[config.mk]
export PLATFORM = sky130hd
export DESIGN_NAME = sfp_top
export DESIGN_NICKNAME = d
export VERILOG_FILES = /design/src/hdl/sfp_pkg.sv /design/src/hdl/sfp_stream_if.sv /design/src/hdl/sfp_fifo.sv /design/src/hdl/sfp_top.sv
export VERILOG_INCLUDE_DIRS = /design/src /design/src/hdl
export SDC_FILE = /design/constraint.sdc
export NUM_CORES = 1
export LEC_CHECK = 0
export BUFFER_PORTS_ARGS = -buffer_cell sky130_fd_sc_hd__buf_2
export CAP_MARGIN = 10
export CORE_ASPECT_RATIO = 1.1
export CORE_MARGIN = 2
export CORE_UTILIZATION = 47
export CTS_CLUSTER_SIZE = 24
export DETAILED_ROUTE_END_ITERATION = 8
export GPL_ROUTABILITY_DRIVEN = 0
export PLACE_DENSITY = 0.73
export SKIP_LAST_GASP = 1
export SYNTH_ARGS = -nofsm -noshare
export SYNTH_HDL_FRONTEND = slang
export SYNTH_SLANG_ARGS = --single-unit
[constraint.sdc]
create_clock -name clk_in -period 2.8 [get_ports clk_in]
set_clock_uncertainty 0.05 [all_clocks]
set_input_delay 0.42 -clock clk_in [delete_from_list [all_inputs] [get_ports clk_in]]
set_output_delay 0.42 -clock clk_in [all_outputs]
set_load 0.01 [all_outputs]
[src/hdl/sfp_cfg.svh]
// Opcodes, status field positions, reset values and geometry of the serial flash front end
`ifndef SFP_CFG_SVH
`define SFP_CFG_SVH

// Opcodes decoded by the front end
`define SFP_OP_STAT_WRITE  8'h01
`define SFP_OP_PROG        8'h02
`define SFP_OP_READ        8'h03
`define SFP_OP_WRDI        8'h04
`define SFP_OP_RDSR        8'h05
`define SFP_OP_WREN        8'h06
`define SFP_OP_FAST_READ   8'h0B
`define SFP_OP_SECT_ERASE  8'h20
`define SFP_OP_BLOCK_ERASE 8'h52
`define SFP_OP_AUTO_PROG   8'hAF

// Status register field positions
`define SFP_ST_BUSY        3'h0
`define SFP_ST_PERMIT      3'h1
`define SFP_ST_LVL0        3'h2
`define SFP_ST_LVL1        3'h3
`define SFP_ST_AUTO_INC    3'h6
`define SFP_ST_LOCK        3'h7

// Reset values
`define SFP_LVL_RESET      1'h1
`define SFP_PIN_IDLE       2'h3

// Shift counts
`define SFP_LAST_BIT       3'h7
`define SFP_LAST_ADDR      2'h2
`define SFP_ADDR_BYTES     2'h1

// Erase geometry: 4 KByte sectors inside 32 KByte blocks
`define SFP_SECTOR_MASK    24'hFF_F000
`define SFP_BLOCK_MASK     24'hFF_8000

// Received stream: marker bit above the byte flags an opcode
`define SFP_STREAM_W       9
`define SFP_FIFO_DEPTH     4

`endif

[src/hdl/sfp_pkg.sv]
// Types of the serial flash front end
package sfp_pkg;

  typedef enum logic [2:0] {
    PH_OPCODE = 3'b000,
    PH_ADDR   = 3'b001,
    PH_STWR   = 3'b010,
    PH_DATA   = 3'b011,
    PH_STATUS = 3'b100,
    PH_IGNORE = 3'b101
  } sfp_phase_t;

  typedef struct packed {
    logic [1:0]  sck_s;
    logic [1:0]  cs_s;
    logic [1:0]  si_s;
    logic [1:0]  hold_s;
    logic [1:0]  wp_s;
    logic        sck_prev;
    logic        paused;
    sfp_phase_t  phase;
    logic [2:0]  bit_cnt;
    logic [7:0]  shift_in;
    logic [7:0]  opcode;
    logic [1:0]  addr_cnt;
    logic [23:0] addr;
    logic [2:0]  out_cnt;
    logic        so;
    logic        so_oe;
    logic        busy;
    logic        permit;
    logic        lvl0;
    logic        lvl1;
    logic        auto_inc;
    logic        lock;
    logic        stwr_reject;
    logic        erase_req;
    logic        erase_block;
    logic [23:0] erase_addr;
    logic        push_valid;
    logic [8:0]  push_data;
    logic        overrun;
    logic        out_valid;
    logic [8:0]  out_data;
  } sfp_state_t;

endpackage

[src/hdl/sfp_stream_if.sv]
// Valid/ready byte stream between the front end and its FIFO
`timescale 1ns/100ps
`include "sfp_cfg.svh"

interface sfp_stream_if;
  logic                      valid;
  logic                      ready;
  logic [`SFP_STREAM_W-1:0]  data;

  modport src (output valid, output data, input ready);
  modport snk (input valid, input data, output ready);
endinterface

[src/hdl/sfp_fifo.sv]
// Small synchronous FIFO with valid/ready on both sides
`timescale 1ns/100ps

module sfp_fifo #(
  parameter int WIDTH = 9,
  parameter int DEPTH = 4
) (
  // Clock and reset
  input  wire logic   clk_in,
  input  wire logic   rst_n_in,
  // Filling and draining sides
  sfp_stream_if.snk   wr,
  sfp_stream_if.src   rd
);

  localparam int AW = $clog2(DEPTH);
  localparam logic [AW:0] DEPTH_C = (AW+1)'(DEPTH);

  typedef struct packed {
    logic [DEPTH-1:0][WIDTH-1:0] mem;
    logic [AW:0]                 wr_ptr;
    logic [AW:0]                 rd_ptr;
  } sfp_fifo_state_t;

  sfp_fifo_state_t s;
  sfp_fifo_state_t next_s;
  logic [AW:0]     fill;

  assign fill     = s.wr_ptr - s.rd_ptr;
  assign wr.ready = (fill != DEPTH_C);
  assign rd.valid = (fill != '0);
  assign rd.data  = s.mem[s.rd_ptr[AW-1:0]];

  always_comb begin
    next_s = s;
    if (wr.valid && wr.ready) begin
      next_s.mem[s.wr_ptr[AW-1:0]] = wr.data;
      next_s.wr_ptr = s.wr_ptr + 1'b1;
    end
    if (rd.valid && rd.ready) begin
      next_s.rd_ptr = s.rd_ptr + 1'b1;
    end
  end

  always_ff @(posedge clk_in or negedge rst_n_in) begin
    if (!rst_n_in) begin
      s <= '0;
    end else begin
      s <= next_s;
    end
  end

endmodule

[src/hdl/sfp_top.sv]
// Serial flash device front end: SPI framing, pause, write guard and status register
`timescale 1ns/100ps
`include "sfp_cfg.svh"

module sfp_top (
  // Clock and reset
  input  wire logic         clk_in,
  input  wire logic         rst_n_in,
  // Serial pins from the host
  input  wire logic         sck_in,
  input  wire logic         cs_n_in,
  input  wire logic         si_in,
  input  wire logic         hold_n_in,
  input  wire logic         wp_n_in,
  // Serial data out, two signals of a tristate pin
  output logic              so_out,
  output logic              so_oe_out,
  // Array engine status
  input  wire logic         busy_in,
  input  wire logic         auto_inc_in,
  input  wire logic         permit_clear_in,
  // Received byte stream
  output logic [8:0]        data_out,
  output logic              data_valid_out,
  input  wire logic         data_ready_in,
  output logic              overrun_out,
  // Status register and command results
  output logic [7:0]        status_out,
  output logic              status_write_rejected_out,
  output logic              erase_req_out,
  output logic              erase_block_out,
  output logic [23:0]       erase_addr_out
);

  sfp_pkg::sfp_state_t s;
  sfp_pkg::sfp_state_t next_s;

  sfp_stream_if push_if ();
  sfp_stream_if pop_if ();

  logic       sck;
  logic       selected;
  logic       hold_low;
  logic       guard_low;
  logic       rise;
  logic       fall;
  logic [7:0] byte_in;
  logic [7:0] status_val;
  logic       last_bit;

  // Only the second flop of each synchroniser is looked at
  assign sck       = s.sck_s[1];
  assign selected  = !s.cs_s[1];
  assign hold_low  = !s.hold_s[1];
  assign guard_low = !s.wp_s[1];

  // Edges found by level change, so the idle level of the clock is irrelevant
  assign rise     = sck && !s.sck_prev && !s.paused;
  assign fall     = !sck && s.sck_prev && !s.paused;
  assign byte_in  = {s.shift_in[6:0], s.si_s[1]};
  assign last_bit = (s.bit_cnt == `SFP_LAST_BIT);

  always_comb begin
    status_val = '0;
    status_val[`SFP_ST_BUSY]     = s.busy;
    status_val[`SFP_ST_PERMIT]   = s.permit;
    status_val[`SFP_ST_LVL0]     = s.lvl0;
    status_val[`SFP_ST_LVL1]     = s.lvl1;
    status_val[`SFP_ST_AUTO_INC] = s.auto_inc;
    status_val[`SFP_ST_LOCK]     = s.lock;
  end

  // FIFO hookup
  assign push_if.valid = s.push_valid;
  assign push_if.data  = s.push_data;
  assign pop_if.ready  = !s.out_valid || data_ready_in;

  sfp_fifo #(
    .WIDTH (`SFP_STREAM_W),
    .DEPTH (`SFP_FIFO_DEPTH)
  ) u_fifo (
    .clk_in   (clk_in),
    .rst_n_in (rst_n_in),
    .wr       (push_if.snk),
    .rd       (pop_if.src)
  );

  always_comb begin
    next_s = s;

    // Pin synchronisers
    next_s.sck_s    = {s.sck_s[0], sck_in};
    next_s.cs_s     = {s.cs_s[0], cs_n_in};
    next_s.si_s     = {s.si_s[0], si_in};
    next_s.hold_s   = {s.hold_s[0], hold_n_in};
    next_s.wp_s     = {s.wp_s[0], wp_n_in};
    next_s.sck_prev = s.sck_s[1];

    // One-cycle pulses
    next_s.stwr_reject = 1'b0;
    next_s.erase_req   = 1'b0;

    // Engine busy and mode flags are copied, never written over the serial link; the engine can only clear permit
    next_s.busy     = busy_in;
    next_s.auto_inc = auto_inc_in;
    if (permit_clear_in) begin
      next_s.permit = 1'b0;
    end

    // Push handshake; room was checked when the byte was offered
    if (s.push_valid && push_if.ready) begin
      next_s.push_valid = 1'b0;
    end

    if (!selected) begin
      // Deselect clears any pause and any partial instruction
      next_s.paused   = 1'b0;
      next_s.phase    = sfp_pkg::PH_OPCODE;
      next_s.bit_cnt  = '0;
      next_s.addr_cnt = '0;
      next_s.out_cnt  = '0;
      next_s.so_oe    = 1'b0;
    end else if (!s.paused && hold_low && !sck) begin
      // Pause taken only with clock low; a change during clock high waits
      next_s.paused = 1'b1;
      next_s.so_oe  = 1'b0;
    end else if (s.paused) begin
      if (!hold_low && !sck) begin
        // Counters untouched, so the sequence picks up at the same bit
        next_s.paused = 1'b0;
      end
    end else if (rise) begin
      next_s.shift_in = byte_in;
      next_s.bit_cnt  = s.bit_cnt + 1'b1;
      if (last_bit) begin
        unique case (s.phase)
          sfp_pkg::PH_OPCODE: begin
            next_s.opcode = byte_in;
            if (push_if.ready) begin
              next_s.push_valid = 1'b1;
              next_s.push_data  = {1'b1, byte_in};
            end else begin
              next_s.overrun = 1'b1;
            end
            unique case (byte_in)
              `SFP_OP_RDSR: begin
                next_s.phase   = sfp_pkg::PH_STATUS;
                next_s.out_cnt = '0;
              end
              `SFP_OP_WREN: begin
                next_s.permit = 1'b1;
                next_s.phase  = sfp_pkg::PH_IGNORE;
              end
              `SFP_OP_WRDI: begin
                next_s.permit = 1'b0;
                next_s.phase  = sfp_pkg::PH_IGNORE;
              end
              `SFP_OP_STAT_WRITE: begin
                next_s.phase = sfp_pkg::PH_STWR;
              end
              `SFP_OP_SECT_ERASE, `SFP_OP_BLOCK_ERASE, `SFP_OP_READ,
              `SFP_OP_FAST_READ, `SFP_OP_PROG, `SFP_OP_AUTO_PROG: begin
                next_s.phase    = sfp_pkg::PH_ADDR;
                next_s.addr_cnt = '0;
              end
              default: begin
                next_s.phase = sfp_pkg::PH_DATA;
              end
            endcase
          end
          sfp_pkg::PH_ADDR: begin
            next_s.addr     = {s.addr[15:0], byte_in};
            next_s.addr_cnt = s.addr_cnt + `SFP_ADDR_BYTES;
            if (push_if.ready) begin
              next_s.push_valid = 1'b1;
              next_s.push_data  = {1'b0, byte_in};
            end else begin
              next_s.overrun = 1'b1;
            end
            if (s.addr_cnt == `SFP_LAST_ADDR) begin
              next_s.phase = sfp_pkg::PH_DATA;
              if (s.permit && (s.opcode == `SFP_OP_SECT_ERASE)) begin
                next_s.erase_req   = 1'b1;
                next_s.erase_block = 1'b0;
                next_s.erase_addr  = {s.addr[15:0], byte_in} & `SFP_SECTOR_MASK;
              end else if (s.permit && (s.opcode == `SFP_OP_BLOCK_ERASE)) begin
                next_s.erase_req   = 1'b1;
                next_s.erase_block = 1'b1;
                next_s.erase_addr  = {s.addr[15:0], byte_in} & `SFP_BLOCK_MASK;
              end
            end
          end
          sfp_pkg::PH_STWR: begin
            next_s.phase = sfp_pkg::PH_IGNORE;
            if (guard_low && s.lock) begin
              // Lock held by the guard pin freezes levels and lock alike
              next_s.stwr_reject = 1'b1;
            end else begin
              next_s.lvl0 = byte_in[`SFP_ST_LVL0];
              next_s.lvl1 = byte_in[`SFP_ST_LVL1];
              next_s.lock = byte_in[`SFP_ST_LOCK];
            end
          end
          sfp_pkg::PH_DATA: begin
            if (push_if.ready) begin
              next_s.push_valid = 1'b1;
              next_s.push_data  = {1'b0, byte_in};
            end else begin
              next_s.overrun = 1'b1;
            end
          end
          sfp_pkg::PH_STATUS, sfp_pkg::PH_IGNORE: begin
            next_s.phase = s.phase;
          end
          default: begin
            next_s.phase = sfp_pkg::PH_IGNORE;
          end
        endcase
      end
    end else if (fall && (s.phase == sfp_pkg::PH_STATUS)) begin
      // Status repeats while the host keeps clocking, read live each bit
      next_s.so      = status_val[~s.out_cnt];
      next_s.so_oe   = 1'b1;
      next_s.out_cnt = s.out_cnt + 1'b1;
    end

    // Output register stage of the stream
    if (pop_if.valid && pop_if.ready) begin
      next_s.out_valid = 1'b1;
      next_s.out_data  = pop_if.data;
    end else if (data_ready_in) begin
      next_s.out_valid = 1'b0;
    end
  end

  always_ff @(posedge clk_in or negedge rst_n_in) begin
    if (!rst_n_in) begin
      s        <= '0;
      s.cs_s   <= `SFP_PIN_IDLE;
      s.hold_s <= `SFP_PIN_IDLE;
      s.wp_s   <= `SFP_PIN_IDLE;
      s.lvl0   <= `SFP_LVL_RESET;
      s.lvl1   <= `SFP_LVL_RESET;
    end else begin
      s <= next_s;
    end
  end

  // Outputs straight from the state register
  assign so_out                    = s.so;
  assign so_oe_out                 = s.so_oe;
  assign data_out                  = s.out_data;
  assign data_valid_out            = s.out_valid;
  assign overrun_out               = s.overrun;
  assign status_write_rejected_out = s.stwr_reject;
  assign erase_req_out             = s.erase_req;
  assign erase_block_out           = s.erase_block;
  assign erase_addr_out            = s.erase_addr;
  assign status_out = {s.lock, s.auto_inc, 2'h0, s.lvl1, s.lvl0, s.permit, s.busy};

endmodule

==> reports/results.ini <==
[sta]
setup_ws_ps=507
fin_tns_setup_ps=0
worstMarginPinSlew_ps=691
fin_crit_sh_pct=81.9
final_hold_viol_count=0
max_freq_mhz=436
max_slew_margin_pct=53.5
rsz0062_at_grt=false
finalCriticalPeriod_ps=2290
final_max_slew_viol_count=0
finalSetupViolCount=0

[cts]
cts.repair.resized=0
postCtsHoldBufs=1
insertion_delay_ps=420
cts_num_sinks=140
h-tree-depth=4
numCtsBuffers=17
cts_tree=built
cts_root_buf=clkbuf_16
post_cts_buffers=0
clk_pin_slew_worst_paths_ps=60
clockBufferDepth=2

[routing]
wl_per_cell_um=16.3
drt_iter0_drc=257
firstDrtPassIters=4
routed_wl_um=11400
avgViaCountPerCell=5.38
final_antenna_net_count=0
vias=3770
drc=0

[floorplan]
coreArea_um2=13200
start_util_pct=48.2
row_count=44
die_area_um2=14500
die_h_um=126
ios=59
die_w_um=115

[final_layout]
nFillCells=1161
drive_gt1_share_pct=36.5
antenna_cells=0
area_growth_pct=12.9
finish.net_count=549
post-route-cell-area_um2=7190

[logic_synthesis]
syn_avg_cell_area_um2=12.8
synth_seq_cells=140
syn_inst=496
synth_edf_count=0
yosysWarningCount=0
syn_area_um2=6370
yosysSeqAreaShare_pct=55.2
synth.distinct_cells=59
ys.flop_type=dfrtp_1
synth-async-reset-ratio_pct=100

[grt]
grt_pass1_vias=3833
grt_pass1_wl_um=19100
grt_usage_pct=17.1
grt_max_degree=68
grt_overflow_total=0
antenna_found_initial=0

[pwr]
clkPwrFrac_pct=44.1
powerDensity_nw_per_um2=702
ir_drop_mv=0.454
power_frac_comb_pct=12.5
sw_frac_of_total_pct=25.8
p_sw_mw=1.30
leakagePower_nw=3.55
p_seq_share_pct=43.3
p_int_mw=3.74

[critical_path]
crit_path_end_kind=flop
crit_required_ps=3090
cp_max_fo=7
critPathLaunchType=flop
arrival_ps=2580
criticalPathCategory=reg2reg

[worst_hold_path]
min_path_type=in2reg

[placement]
io_buffers=44
place_ws_ps=497
hpwl_um=7830
place_area_um2=6580

[flow_run]
drv_cap=0

[outcome]
status=finished, final reports clean

==> worst max-delay path, cell delays in order, from the launching register on <==
cell and delay (ps):
dfrtp_1 400, inv_1 140, ha_1 270, and2_1 270
a2111oi_2 640, buf_4 250, mux2i_1 200
==> cells by family after synthesis <==
logic type               synth area share (%)
flip-flops                               55.2
multiplexers                             19.6
AND/OR/NAND/NOR                          8.25
buffers and inverters                    7.41
AO/OA/AOI/OAI                            6.09
adder cells (fa/ha/maj)                  2.16
XOR/XNOR                                 1.22
other                                  0.0589
==> sequential cells by signal, indices dropped and copies added (netlist names), 6 cells and up <==
name	count
byte_in	8
erase_addr_out	12
s	40
status_out	6
data_out	9
push_if.data	9
u_fifo.s	42
next_s	6
==> through the flow <==
step / std cells / hold WS, ps / utilization, % / power, mW
6_report: 701 / 44.0 / 54.4 / 5.05
3_3_place_gp: 668 / 282 / 49.8 / 2.84
2_1_floorplan: 509 / 74.4 / - / 2.67
3_5_place_dp: 668 / 285 / 49.8 / 2.86
4_1_cts: 701 / 30.6 / 54.4 / 5.11
5_1_grt: 701 / 36.6 / 54.4 / 5.27
==> routing by layer <==
| layer | GRT usage [%] | routed length [µm] | vias to the layer above |
|---|---|---|---|
| met2 | 28.0 | 5790 | 98 |
| li1 | - | - | 1755 |
| met4 | 7.16 | 225 | 0 |
| met5 | 0 | 0 | - |
| met1 | 21.3 | 4890 | 1901 |
| met3 | 4.52 | 500 | 16 |
==> synthesized netlist by cell type, drive strengths merged (3+ instances only) <==
cell / count / area share [%]
mux2: 83 / 15
nor2: 14 / 0.83
a21oi: 9 / 0.94
ha: 11 / 2.2
nand3: 3 / 0.24
clkbuf: 16 / 0.94
o211ai: 4 / 0.47
a22o: 4 / 0.55
mux2i: 9 / 1.4
xnor2: 7 / 1.1
nor4b: 4 / 0.88
dfrtp: 132 / 52
a31oi: 3 / 0.29
nor3: 8 / 0.63
nand2: 37 / 2.2
a41oi: 3 / 0.41
buf: 46 / 5.2
o21ai: 15 / 1.2
nor2b: 11 / 1.1
dfstp: 8 / 3.3
inv: 21 / 1.2
mux4: 10 / 3.5
==> layout by cell type (no fill, tap or decap), types with 9 or more instances in the layout <==
| master | instances |
|---|---|
| buf_2 | 43 |
| inv_1 | 21 |
| nor2b_1 | 11 |
| o21ai_0 | 15 |
| mux2i_1 | 9 |
| conb_1 | 14 |
| buf_4 | 15 |
| dfrtp_1 | 132 |
| mux4_2 | 10 |
| nor2_1 | 14 |
| nand2_1 | 37 |
| ha_1 | 11 |
| mux2_2 | 77 |
| clkbuf_16 | 17 |
==> final timing paths <==
path                              from              end  slack [ps]  depth (start not counted)
max                        u_fifo.s[3]  push_if.data[1]         510                          6
min                          hold_n_in      next_s[112]          40                          1
max reg2reg                u_fifo.s[3]  push_if.data[1]         510                          6
min reg2reg                next_s[118]      next_s[108]         300                          0
max in group asynchronous     rst_n_in    status_out[3]        1440                          3
min in group asynchronous     rst_n_in   data_valid_out         520                          2
==> power groups by stage <==
| stage | logic, mW | clock network [mW] | registers (mW) |
|---|---|---|---|
| 2_1_floorplan | 0.502 | 0 | 2.17 |
| 3_3_place_gp | 0.620 | 0 | 2.22 |
| 3_5_place_dp | 0.639 | 0 | 2.22 |
| 4_1_cts | 0.644 | 2.28 | 2.19 |
| 5_1_grt | 0.712 | 2.36 | 2.20 |
| 6_report | 0.632 | 2.23 | 2.19 |
==> cell type report <==
| cell class | instances | area, µm² | area share, % |
|---|---|---|---|
| Clock buffer | 22 | 484 | 6.73 |
| Clock inverter | 10 | 113 | 1.57 |
| Inverter | 21 | 78.8 | 1.10 |
| Multi-Input combinational cell | 286 | 2430 | 33.8 |
| Sequential cell | 140 | 3510 | 48.9 |
| Tap cell | 161 | 201 | 2.80 |
| Timing Repair Buffer | 61 | 369 | 5.13 |
No activity file was read; power rests on OpenSTA's default activity.
